`config.mk`:
```
export PLATFORM = sky130hd
export DESIGN_NAME = boundary_scan_tap
export DESIGN_NICKNAME = d
export VERILOG_FILES = /design/src/tap_pkg.sv /design/src/boundary_scan_tap.sv
export VERILOG_INCLUDE_DIRS = /design/src
export SDC_FILE = /design/constraint.sdc
export NUM_CORES = 2
export LEC_CHECK = 0
export ABC_AREA = 1
export BUFFER_PORTS_ARGS = -buffer_cell sky130_fd_sc_hd__buf_4
export CORE_MARGIN = 1.5
export CORE_UTILIZATION = 56
export DETAILED_ROUTE_END_ITERATION = 12
export PLACE_DENSITY = 0.91
export SYNTH_ARGS = -nofsm -noshare
export SYNTH_HDL_FRONTEND = slang
export SYNTH_SLANG_ARGS = --single-unit
```
`constraint.sdc`:
```
create_clock -name sys_clk -period 50.4 [get_ports sys_clk]
set_input_delay 2.52 -clock sys_clk [delete_from_list [all_inputs] [get_ports sys_clk]]
set_output_delay 2.52 -clock sys_clk [all_outputs]
set_load 0.03 [all_outputs]
```
`src/tap_cfg.svh`:
```
`ifndef TAP_CFG_SVH
`define TAP_CFG_SVH

// ----------------------------------------------------------------------
// Instruction encodings
// ----------------------------------------------------------------------
`define IR_WIDTH          3
`define IR_EXTEST         3'h0
`define IR_FLOAT_BIDIR    3'h1
`define IR_WEAK_PULLUP    3'h2
`define IR_CLAMP          3'h3
`define IR_SAMPLE         3'h4
`define IR_BYPASS         3'h7
`define IR_RESET_VALUE    3'h7
`define IR_CAPTURE_VALUE  3'h1

// ----------------------------------------------------------------------
// Boundary-scan chain layout
// ----------------------------------------------------------------------
`define BSR_IN_COUNT      30
`define BSR_OUT_COUNT     29
`define BSR_BIDIR_COUNT   107
`define BSR_LEN           273
`define BSR_IN_LSB        0
`define BSR_OUT_LSB       30
`define BSR_DATA_LSB      59
`define BSR_CTL_LSB       166

// ----------------------------------------------------------------------
// Edge event buffer
// ----------------------------------------------------------------------
`define EVT_WIDTH         3
`define EVT_DEPTH         16
`define EVT_RISE_BIT      2
`define EVT_TMS_BIT       1
`define EVT_TDI_BIT       0

`endif

```
`src/tap_pkg.sv`:
```
`default_nettype none
package tap_pkg;

  typedef enum logic [3:0] {
    TEST_LOGIC_RESET = 4'h0,
    RUN_TEST_IDLE    = 4'h1,
    SELECT_DR        = 4'h2,
    CAPTURE_DR       = 4'h3,
    SHIFT_DR         = 4'h4,
    EXIT1_DR         = 4'h5,
    PAUSE_DR         = 4'h6,
    EXIT2_DR         = 4'h7,
    UPDATE_DR        = 4'h8,
    SELECT_IR        = 4'h9,
    CAPTURE_IR       = 4'hA,
    SHIFT_IR         = 4'hB,
    EXIT1_IR         = 4'hC,
    PAUSE_IR         = 4'hD,
    EXIT2_IR         = 4'hE,
    UPDATE_IR        = 4'hF
  } tap_state_t;

  typedef enum logic [1:0] {
    PIN_SYSTEM = 2'h0,
    PIN_SCAN   = 2'h1,
    PIN_FLOAT  = 2'h2
  } pin_mode_t;

endpackage : tap_pkg
`default_nettype wire

```
`src/boundary_scan_tap.sv`:
```
`timescale 1ns/1ps
`default_nettype none
`include "tap_cfg.svh"

// ----------------------------------------------------------------------
// Edge event FIFO
// ----------------------------------------------------------------------
module tap_event_fifo #(
  parameter int WIDTH = `EVT_WIDTH,
  parameter int DEPTH = `EVT_DEPTH
) (
  // Clock and reset
  input  wire logic             clk,
  input  wire logic             rst,
  // Fill side
  input  wire logic             inValid,
  output logic                  inReady,
  input  wire logic [WIDTH-1:0] inData,
  // Drain side
  output logic                  outValid,
  input  wire logic             outReady,
  output logic [WIDTH-1:0]      outData
);
  localparam int AW = $clog2(DEPTH);

  logic [WIDTH-1:0] mem [DEPTH];
  logic [AW-1:0]    wrPtr_q;
  logic [AW-1:0]    rdPtr_q;
  logic [AW:0]      count_q;
  logic             push;
  logic             pop;

  assign inReady  = (count_q != DEPTH[AW:0]);
  assign outValid = (count_q != '0);
  assign outData  = mem[rdPtr_q];
  assign push     = inValid && inReady;
  assign pop      = outValid && outReady;

  always_ff @(posedge clk) begin
    if (push) begin
      mem[wrPtr_q] <= inData;
    end
  end

  always_ff @(posedge clk or posedge rst) begin
    if (rst) begin
      wrPtr_q <= '0;
      rdPtr_q <= '0;
      count_q <= '0;
    end else begin
      if (push) begin
        wrPtr_q <= wrPtr_q + 1'b1;
      end
      if (pop) begin
        rdPtr_q <= rdPtr_q + 1'b1;
      end
      count_q <= count_q + (AW+1)'(push) - (AW+1)'(pop);
    end
  end
endmodule : tap_event_fifo

module boundary_scan_tap (
  // System clock and reset
  input  wire logic                          sys_clk,
  input  wire logic                          reset,
  // Test access pins
  input  wire logic                          tckPin,
  input  wire logic                          tmsPin,
  input  wire logic                          tdiPin,
  input  wire logic                          trstPinN,
  output logic                               tdoOut,
  output logic                               tdoOeN,
  // Power-on reset from the device
  input  wire logic                          powerOnReset,
  // Pins and core signals
  input  wire logic [`BSR_IN_COUNT-1:0]      inPin,
  input  wire logic [`BSR_OUT_COUNT-1:0]     coreOut,
  output logic      [`BSR_OUT_COUNT-1:0]     outPin,
  input  wire logic [`BSR_BIDIR_COUNT-1:0]   coreBidirOut,
  input  wire logic [`BSR_BIDIR_COUNT-1:0]   coreBidirDrive,
  input  wire logic [`BSR_BIDIR_COUNT-1:0]   bidirPinIn,
  output logic      [`BSR_BIDIR_COUNT-1:0]   bidirPinOut,
  output logic      [`BSR_BIDIR_COUNT-1:0]   bidirPinOeN,
  // Test side effects on the device
  output logic                               coreTestReset,
  output logic                               weakPullupEn
);
  // --------------------------------------------------------------------
  // Synchronisers
  // --------------------------------------------------------------------
  logic [1:0] tckSync_q;
  logic [1:0] tmsSync_q;
  logic [1:0] tdiSync_q;
  logic [1:0] porSync_q;
  logic       tapReset;

  // Test reset pin acts without any clock edge
  assign tapReset = reset | ~trstPinN;

  always_ff @(posedge sys_clk or posedge reset) begin
    if (reset) begin
      tckSync_q <= 2'h0;
      tmsSync_q <= 2'h3;
      tdiSync_q <= 2'h3;
      porSync_q <= 2'h3;
    end else begin
      tckSync_q <= {tckSync_q[0], tckPin};
      tmsSync_q <= {tmsSync_q[0], tmsPin};
      tdiSync_q <= {tdiSync_q[0], tdiPin};
      porSync_q <= {porSync_q[0], powerOnReset};
    end
  end

  // --------------------------------------------------------------------
  // Test clock edge finder
  // --------------------------------------------------------------------
  // Level only advances when the event is buffered, so a full buffer
  // defers the edge instead of losing it.
  logic                  tckSeen_q;
  logic                  edgeValid;
  logic                  edgeReady;
  logic [`EVT_WIDTH-1:0] edgeWord;
  logic                  evtValid;
  logic                  evtReady;
  logic [`EVT_WIDTH-1:0] evtWord;

  assign edgeValid = (tckSync_q[1] != tckSeen_q);
  assign edgeWord  = {tckSync_q[1], tmsSync_q[1], tdiSync_q[1]};

  always_ff @(posedge sys_clk or posedge tapReset) begin
    if (tapReset) begin
      tckSeen_q <= 1'b0;
    end else if (edgeValid && edgeReady) begin
      tckSeen_q <= tckSync_q[1];
    end
  end

  tap_event_fifo #(
    .WIDTH (`EVT_WIDTH),
    .DEPTH (`EVT_DEPTH)
  ) eventFifo (
    .clk      (sys_clk),
    .rst      (tapReset),
    .inValid  (edgeValid),
    .inReady  (edgeReady),
    .inData   (edgeWord),
    .outValid (evtValid),
    .outReady (evtReady),
    .outData  (evtWord)
  );

  // --------------------------------------------------------------------
  // Controller
  // --------------------------------------------------------------------
  tap_pkg::tap_state_t state_q;
  tap_pkg::tap_state_t state_d;
  logic                stall_q;
  logic                riseEvt;
  logic                fallEvt;
  logic                evtTms;
  logic                evtTdi;

  // One idle cycle after an update lets the pin muxes settle first
  assign evtReady = ~stall_q;
  assign riseEvt  = evtValid && evtReady && evtWord[`EVT_RISE_BIT];
  assign fallEvt  = evtValid && evtReady && !evtWord[`EVT_RISE_BIT];
  assign evtTms   = evtWord[`EVT_TMS_BIT];
  assign evtTdi   = evtWord[`EVT_TDI_BIT];

  function automatic tap_pkg::tap_state_t nextState(input tap_pkg::tap_state_t s,
                                                    input logic tms);
    case (s)
      tap_pkg::TEST_LOGIC_RESET: nextState = tms ? tap_pkg::TEST_LOGIC_RESET
                                                 : tap_pkg::RUN_TEST_IDLE;
      tap_pkg::RUN_TEST_IDLE:    nextState = tms ? tap_pkg::SELECT_DR  : tap_pkg::RUN_TEST_IDLE;
      tap_pkg::SELECT_DR:        nextState = tms ? tap_pkg::SELECT_IR  : tap_pkg::CAPTURE_DR;
      tap_pkg::CAPTURE_DR:       nextState = tms ? tap_pkg::EXIT1_DR   : tap_pkg::SHIFT_DR;
      tap_pkg::SHIFT_DR:         nextState = tms ? tap_pkg::EXIT1_DR   : tap_pkg::SHIFT_DR;
      tap_pkg::EXIT1_DR:         nextState = tms ? tap_pkg::UPDATE_DR  : tap_pkg::PAUSE_DR;
      tap_pkg::PAUSE_DR:         nextState = tms ? tap_pkg::EXIT2_DR   : tap_pkg::PAUSE_DR;
      tap_pkg::EXIT2_DR:         nextState = tms ? tap_pkg::UPDATE_DR  : tap_pkg::SHIFT_DR;
      tap_pkg::UPDATE_DR:        nextState = tms ? tap_pkg::SELECT_DR  : tap_pkg::RUN_TEST_IDLE;
      tap_pkg::SELECT_IR:        nextState = tms ? tap_pkg::TEST_LOGIC_RESET
                                                 : tap_pkg::CAPTURE_IR;
      tap_pkg::CAPTURE_IR:       nextState = tms ? tap_pkg::EXIT1_IR   : tap_pkg::SHIFT_IR;
      tap_pkg::SHIFT_IR:         nextState = tms ? tap_pkg::EXIT1_IR   : tap_pkg::SHIFT_IR;
      tap_pkg::EXIT1_IR:         nextState = tms ? tap_pkg::UPDATE_IR  : tap_pkg::PAUSE_IR;
      tap_pkg::PAUSE_IR:         nextState = tms ? tap_pkg::EXIT2_IR   : tap_pkg::PAUSE_IR;
      tap_pkg::EXIT2_IR:         nextState = tms ? tap_pkg::UPDATE_IR  : tap_pkg::SHIFT_IR;
      tap_pkg::UPDATE_IR:        nextState = tms ? tap_pkg::SELECT_DR  : tap_pkg::RUN_TEST_IDLE;
      default:                   nextState = tap_pkg::TEST_LOGIC_RESET;
    endcase
  endfunction : nextState

  always_comb begin
    state_d = state_q;
    if (porSync_q[1]) begin
      state_d = tap_pkg::TEST_LOGIC_RESET;
    end else if (riseEvt) begin
      state_d = nextState(state_q, evtTms);
    end
  end

  always_ff @(posedge sys_clk or posedge tapReset) begin
    if (tapReset) begin
      state_q <= tap_pkg::TEST_LOGIC_RESET;
    end else begin
      state_q <= state_d;
    end
  end

  always_ff @(posedge sys_clk or posedge tapReset) begin
    if (tapReset) begin
      stall_q <= 1'b0;
    end else begin
      stall_q <= riseEvt && (state_q == tap_pkg::UPDATE_DR || state_q == tap_pkg::UPDATE_IR);
    end
  end

  // --------------------------------------------------------------------
  // Instruction register
  // --------------------------------------------------------------------
  logic [`IR_WIDTH-1:0] irShift_q;
  logic [`IR_WIDTH-1:0] irActive_q;

  function automatic logic bypassSelected(input logic [`IR_WIDTH-1:0] ir);
    // Reserved codes fall through to bypass with the bypass code
    bypassSelected = !(ir == `IR_EXTEST || ir == `IR_WEAK_PULLUP || ir == `IR_SAMPLE);
  endfunction : bypassSelected

  function automatic logic isExtest(input logic [`IR_WIDTH-1:0] ir);
    isExtest = (ir == `IR_EXTEST) || (ir == `IR_WEAK_PULLUP);
  endfunction : isExtest

  always_ff @(posedge sys_clk or posedge tapReset) begin
    if (tapReset) begin
      irShift_q <= `IR_RESET_VALUE;
    end else if (riseEvt && state_q == tap_pkg::CAPTURE_IR) begin
      irShift_q <= `IR_CAPTURE_VALUE;
    end else if (riseEvt && state_q == tap_pkg::SHIFT_IR) begin
      irShift_q <= {evtTdi, irShift_q[`IR_WIDTH-1:1]};
    end
  end

  always_ff @(posedge sys_clk or posedge tapReset) begin
    if (tapReset) begin
      irActive_q <= `IR_RESET_VALUE;
    end else if (state_q == tap_pkg::TEST_LOGIC_RESET) begin
      irActive_q <= `IR_RESET_VALUE;
    end else if (riseEvt && state_q == tap_pkg::UPDATE_IR) begin
      irActive_q <= irShift_q;
    end
  end

  // --------------------------------------------------------------------
  // Bypass and boundary-scan registers
  // --------------------------------------------------------------------
  logic                 bypass_q;
  logic [`BSR_LEN-1:0]  bsrShift_q;
  logic [`BSR_LEN-1:0]  bsrUpdate_q;
  logic [`BSR_LEN-1:0]  bsrCapture;
  logic                 bsrSel;

  assign bsrSel = !bypassSelected(irActive_q);

  // Output cells see what the pin is driving; direction cells see
  // the live drive state; they sit at the top, so the tester reads direction last.
  assign bsrCapture = {~bidirPinOeN, bidirPinIn, outPin, inPin};

  always_ff @(posedge sys_clk or posedge tapReset) begin
    if (tapReset) begin
      bypass_q <= 1'b0;
    end else if (riseEvt && !bsrSel && state_q == tap_pkg::CAPTURE_DR) begin
      bypass_q <= 1'b0;
    end else if (riseEvt && !bsrSel && state_q == tap_pkg::SHIFT_DR) begin
      bypass_q <= evtTdi;
    end
  end

  always_ff @(posedge sys_clk or posedge tapReset) begin
    if (tapReset) begin
      bsrShift_q <= '0;
    end else if (riseEvt && bsrSel && state_q == tap_pkg::CAPTURE_DR) begin
      bsrShift_q <= bsrCapture;
    end else if (riseEvt && bsrSel && state_q == tap_pkg::SHIFT_DR) begin
      bsrShift_q <= {evtTdi, bsrShift_q[`BSR_LEN-1:1]};
    end
  end

  // Reset leaves every direction cell at input, so no bidirectional pin is driven in scan mode until an update loads the control cells
  always_ff @(posedge sys_clk or posedge tapReset) begin
    if (tapReset) begin
      bsrUpdate_q <= '0;
    end else if (riseEvt && bsrSel && state_q == tap_pkg::UPDATE_DR) begin
      bsrUpdate_q <= bsrShift_q;
    end
  end

  // --------------------------------------------------------------------
  // Serial output, falling edge only
  // --------------------------------------------------------------------
  always_ff @(posedge sys_clk or posedge tapReset) begin
    if (tapReset) begin
      tdoOut <= 1'b0;
      tdoOeN <= 1'b1;
    end else if (fallEvt) begin
      case (state_q)
        tap_pkg::SHIFT_IR: begin
          tdoOut <= irShift_q[0];
          tdoOeN <= 1'b0;
        end
        tap_pkg::SHIFT_DR: begin
          tdoOut <= bsrSel ? bsrShift_q[0] : bypass_q;
          tdoOeN <= 1'b0;
        end
        default: begin
          tdoOeN <= 1'b1;
        end
      endcase
    end
  end

  // --------------------------------------------------------------------
  // Pin drive and system effects
  // --------------------------------------------------------------------
  tap_pkg::pin_mode_t pinMode;

  always_comb begin
    case (irActive_q)
      `IR_EXTEST, `IR_WEAK_PULLUP, `IR_CLAMP: pinMode = tap_pkg::PIN_SCAN;
      `IR_FLOAT_BIDIR:                        pinMode = tap_pkg::PIN_FLOAT;
      default:                                pinMode = tap_pkg::PIN_SYSTEM;
    endcase
  end

  always_ff @(posedge sys_clk or posedge reset) begin
    if (reset) begin
      outPin      <= '0;
      bidirPinOut <= '0;
      bidirPinOeN <= '1;
    end else begin
      case (pinMode)
        tap_pkg::PIN_SCAN: begin
          outPin      <= bsrUpdate_q[`BSR_OUT_LSB +: `BSR_OUT_COUNT];
          bidirPinOut <= bsrUpdate_q[`BSR_DATA_LSB +: `BSR_BIDIR_COUNT];
          bidirPinOeN <= ~bsrUpdate_q[`BSR_CTL_LSB +: `BSR_BIDIR_COUNT];
        end
        tap_pkg::PIN_FLOAT: begin
          outPin      <= coreOut;
          bidirPinOut <= coreBidirOut;
          bidirPinOeN <= '1;
        end
        default: begin
          outPin      <= coreOut;
          bidirPinOut <= coreBidirOut;
          bidirPinOeN <= ~coreBidirDrive;
        end
      endcase
    end
  end

  always_ff @(posedge sys_clk or posedge tapReset) begin
    if (tapReset) begin
      coreTestReset <= 1'b0;
      weakPullupEn  <= 1'b0;
    end else begin
      coreTestReset <= isExtest(irActive_q);
      weakPullupEn  <= (irActive_q == `IR_WEAK_PULLUP);
    end
  end

endmodule : boundary_scan_tap

`default_nettype wire

```
Word level (Yosys, flattened, before mapping)
Memory sizes are Yosys's and may differ from the RTL's.
Index checks and enable logic that the tools add are counted.
Operators by class
  add/subtract/negate cells: 4
  equal/unequal tests: 23
  mux-type cells: 32
  bitwise gates (word level): 6
  reduce and logical (&&, ||, !) cells: 35
Operators by type and width (number)
  two-way mux 273 bit: 2
  inverter 107 bit: 3
  one-hot mux 107 bit (2 select lines): 1
  two-way mux 107 bit: 1
  one-hot mux 4 bit (12 select lines): 1
  equality test 4 bit, second input constant: 8
  two-way mux 29 bit: 1
  two-way mux 4 bit: 6
  two-way mux 3 bit: 6
  equality test 4 x 3 -> 1 bit, second input constant: 4
  logical AND 1 bit: 15
  nonzero test 2 bit: 6
  two-way mux 1 bit: 9
  adder 4 x 1 -> 4 bit, second input constant: 2
  equality test 4 x 2 -> 1 bit, second input constant: 2
  equality test 3 x 2 -> 1 bit, second input constant: 2
  two-way mux 2 bit: 3
  OR reduction 2 bit: 3
  OR reduction 3 bit: 2
  adder 5 x 1 -> 5 bit: 1
  inequality test 5 bit, second input constant: 1
  nonzero test 5 bit: 1
  subtractor 5 x 1 -> 5 bit: 1
  equality test 4 x 1 -> 1 bit, second input constant: 1
  14 further kinds: 18
Word-level totals
  flip-flop bits (word level): 827
  memory bits (writable): 48
  bits of input ports: 387
  word-level logic and storage cells: 123
  memories: 1
Memory list
  eventFifo.mem: depth 16, width 3, read ports 1, clocked after memory_dff 0, wr ports 1, RTL line boundary_scan_tap.sv:26  | logic [WIDTH-1:0] mem [DEPTH];

Depth between registers and ports, before layout
  word-level depth: 8
  gate-level depth with buffers: 15
  gate-level depth less buffers: 13

Hierarchy
A second synthesis with hierarchy kept.
Second synthesis, totals
  cell total of the unflattened synthesis: 3582
  area total of the unflattened synthesis: 35049.9 um^2
By module, submodules not included
  boundary_scan_tap: times used 1, cells an instance 3286, area an instance 32165.8 um^2
  tap_event_fifo: times used 1, cells an instance 296, area an instance 2884.0 um^2

Worst setup path before layout
OpenSTA, ideal clock, no wires.
  path kind: flip-flop to output port
  from: reg bidirPinOeN[0]
  to: out bidirPinOeN[0]
  arrival time: 0.597 ns
  data required time: 47.880 ns
  slack: 47.283 ns
  stages on the path, launching flop included: 1
  path buffers: 0
  cell sequence: dfstp_2
RTL lines
  from (decl): RTL line boundary_scan_tap.sv:83  | output logic [`BSR_BIDIR_COUNT-1:0] bidirPinOeN,
  from (signal assigned): RTL line boundary_scan_tap.sv:346  | bidirPinOeN <= ~bsrUpdate_q[`BSR_CTL_LSB +: `BSR_BIDIR_COUNT];
  from (signal assigned): RTL line boundary_scan_tap.sv:356  | bidirPinOeN <= ~coreBidirDrive;
No word-level cell between the ends.

==> impl_metrics.json <==
{
  "register_area_sq_um": 21500,
  "worst_setup_path_start_kind": "primary input",
  "fp-row-count": 93,
  "grt_overflow": 0,
  "hp-start": "tckSync_q[0]",
  "seq_area_frac_synth": 0.591,
  "critical_path_required_ps": 51020,
  "place_congestion": 0.915,
  "pin_count": 634,
  "final_antenna_net_count": 0,
  "ctsRootBufferMaster": "clkbuf_16",
  "maxCapViolations": 0,
  "htree_levels": 3,
  "min_path_type": "reg2reg",
  "async_reset_ff_frac": 0.943,
  "drt_iter0_drc": 3197,
  "nNetsFinal": 4874,
  "crit_top_cell": "buf_4",
  "cts_resized": 0,
  "cts_tree": "yes",
  "p_leak_nw": 21.7,
  "fin_tns_setup_ps": 0,
  "netlist_instances": 3957,
  "grt_max_degree": 239,
  "worstPathMaxFanout": 161,
  "hpwl_mm": 66.2,
  "powerDensity_nw_per_um2": 35.0,
  "rsz0062_at_grt": "false",
  "final_hold_viol_count": 0,
  "min_period_ps": 4630,
  "die_x_um": 258,
  "grt_pass1_vias": 30400,
  "drive_gt1_frac": 0.256,
  "cpMaxStageDelayCell": "buf_4",
  "crit_type": "in2async",
  "whs_ps": 339,
  "cpPeakStageDelay_ps": 860,
  "synth_top_area_cell": "dfrtp_1",
  "core_area_sq_um": 64300,
  "cts_buffers": 87,
  "multiInputGateArea_sq_um": 12100,
  "nFillCells": 4329,
  "synth_cell_type_count": 38,
  "power.internal_w": 0.00115,
  "clock_latency_ps": 640,
  "wirelength_mm": 106,
  "pwr-share-comb": 0.112,
  "syn2layout_area_growth_pct": 21.2,
  "ir_drop_v": 0.0000318,
  "synth_area_sq_um": 36400,
  "maxSlewViolCount": 0,
  "first_pass_iters": 8,
  "die_area_sq_um": 66600,
  "clk_path_buf_depth": 3,
  "fin_crit_sh": 0.0919,
  "drc": 0,
  "vias": 29800,
  "skew_ps": 43.3,
  "ys_ff_latch": 845,
  "status": "finished, final reports clean",
  "cts_sinks": 845,
  "post_cts_buffers": 0,
  "sw_frac_of_total": 0.259,
  "arrival_ps": 5250,
  "avgSynthCellArea_sq_um": 9.21,
  "port_buffers": 633,
  "cp-startpoint": "reset",
  "rr_startpoint": "eventFifo.rdPtr_q[0]",
  "syn_nets": 4358,
  "ys.flop_type": "dfrtp_1",
  "wl_per_cell_um": 19.6,
  "slew_headroom": 0.182,
  "path_clk_slew_ps": 60,
  "track_usage": 0.317,
  "antenna_found_initial": 7,
  "path_cells": "buf_4 -> nor2_4 -> buf_12 -> buf_4 -> buf_4",
  "cp-end-kind": "asynchronous set/reset pin",
  "synthTopCellsByArea": "dfrtp_1, nand2_1, dfstp_2, inv_1, mux2_2",
  "seqPwrFrac": 0.472,
  "synth-edff-count": 48,
  "max_freq_mhz": 216,
  "worst_pin_slew_ps": 1230,
  "cts_hold_buffers": 0,
  "start_util": 0.566,
  "fp.dieH_um": 258,
  "clockPowerShare": 0.415,
  "setup_viol_count_final": 0,
  "synth_warnings": 0,
  "vias_per_cell": 5.52,
  "finalPower_w": 0.00155,
  "grt_pass1_wl_mm": 165,
  "p_switching_w": 0.000401,
  "yosysTopAreaCellShare": 0.465
}
==> worst max-delay path: cells and delay by family <==
family / cells / cell delay, ps
buf+inv: 4 / 2470
simple gates: 1 / 120
==> cells by family after synthesis <==
logic type / share of synthesized area
buffers and inverters: 0.0780
xor gates and xnor gates: 0.00264
and+or+nand+nor: 0.171
AOI/OAI and AO/OA: 0.110
adders and majority gates: 0.00501
muxes: 0.0420
DFF: 0.591
==> metrics by stage <==
| stage | utilization | cell area, sq um | instances | setup WS (ps) |
|---|---|---|---|---|
| after floorplan | - | 36400 | 3957 | 14700 |
| after global placement | 0.642 | 41300 | 5239 | 45010 |
| after detailed placement | 0.642 | 41300 | 5239 | 44990 |
| after CTS | 0.686 | 44100 | 5398 | 45650 |
| after global routing | 0.686 | 44200 | 5404 | 45310 |
| final | 0.686 | 44200 | 5404 | 45770 |
==> cell usage after synthesis, types with 5 or more instances <==
library cell	n
nand2_1	1198
dfrtp_1	677
inv_1	417
nor2_1	386
o21ai_1	241
o21ai_0	187
mux2_2	136
dfstp_2	120
a22oi_1	107
buf_2	100
a21oi_2	99
clkbuf_1	79
edfxtp_1	48
nand3_1	32
buf_6	30
a21oi_1	15
ha_1	13
o211ai_1	12
buf_1	11
buf_4	10
xor2_1	10
nand4_1	5
==> cell usage in the layout, fill, tap and decap left out, drive strengths merged <==
cell / instances
bufinv: 3
clkbuf: 129
a21oi: 114
nand4: 6
o21a: 1
nor3: 3
dfrtp: 677
buf: 657
diode: 6
o21bai: 1
fa: 1
inv: 425
mux2: 136
nand3: 35
dfstp: 120
xnor2: 1
o22ai: 2
a22oi: 107
clkinv: 25
o21ai: 428
o211ai: 12
xor2: 10
edfxtp: 48
ha: 13
nor2: 388
nand2: 1200
a31oi: 1
==> power by group through the flow <==
stage	Sequential (W)	Clock, W	Combinational (W)
after global placement	0.000740	0	0.000164
final	0.000731	0.000642	0.000174
after floorplan	0.000753	0	0.0000872
after CTS	0.000730	0.000646	0.000173
after detailed placement	0.000741	0	0.000170
after global routing	0.000732	0.000673	0.000189
==> cell type report <==
class                      instances  share of cell area
timing repair buffer             657               0.113
inverter                         423              0.0363
clock inverter                    30             0.00584
tap                              855              0.0242
clock buffer                     129              0.0584
antenna                            6            0.000340
multi-input combinational       2459               0.274
sequential                       845               0.488
==> sequential cells by signal (all words and copies together), names as in the netlist, 3 cells and up <==
signal,cells
bidirPinOut,107
bsrShift_q,273
eventFifo.rdPtr_q,4
eventFifo.mem,48
eventFifo.wrPtr_q,4
state_q,4
bsrUpdate_q,243
irActive_q,3
outPin,29
eventFifo.count_q,5
bidirPinOeN,107
irShift_q,3
==> path summary, 6_finish.rpt <==
check,end,slack (ps),depth (start not counted)
min,tckSync_q[1],340,0
min in group asynchronous,bidirPinOut[0],2150,2
max in group sys_clk,bsrShift_q[186],45980,12
max,bsrShift_q[177],45770,5
max reg2reg,bsrShift_q[186],45980,12
min reg2reg,tckSync_q[1],340,0
==> metal layers <==
| layer | vias to the layer above | global-route usage | wire length, um |
|---|---|---|---|
| li1 | 13500 | - | - |
| met1 | 14400 | 0.390 | 39400 |
| met2 | 1518 | 0.521 | 52100 |
| met3 | 378 | 0.0609 | 8100 |
| met4 | 2 | 0.190 | 6560 |
| met5 | - | 0 | 17 |
Note: power is estimated with default switching activity, not from simulation.
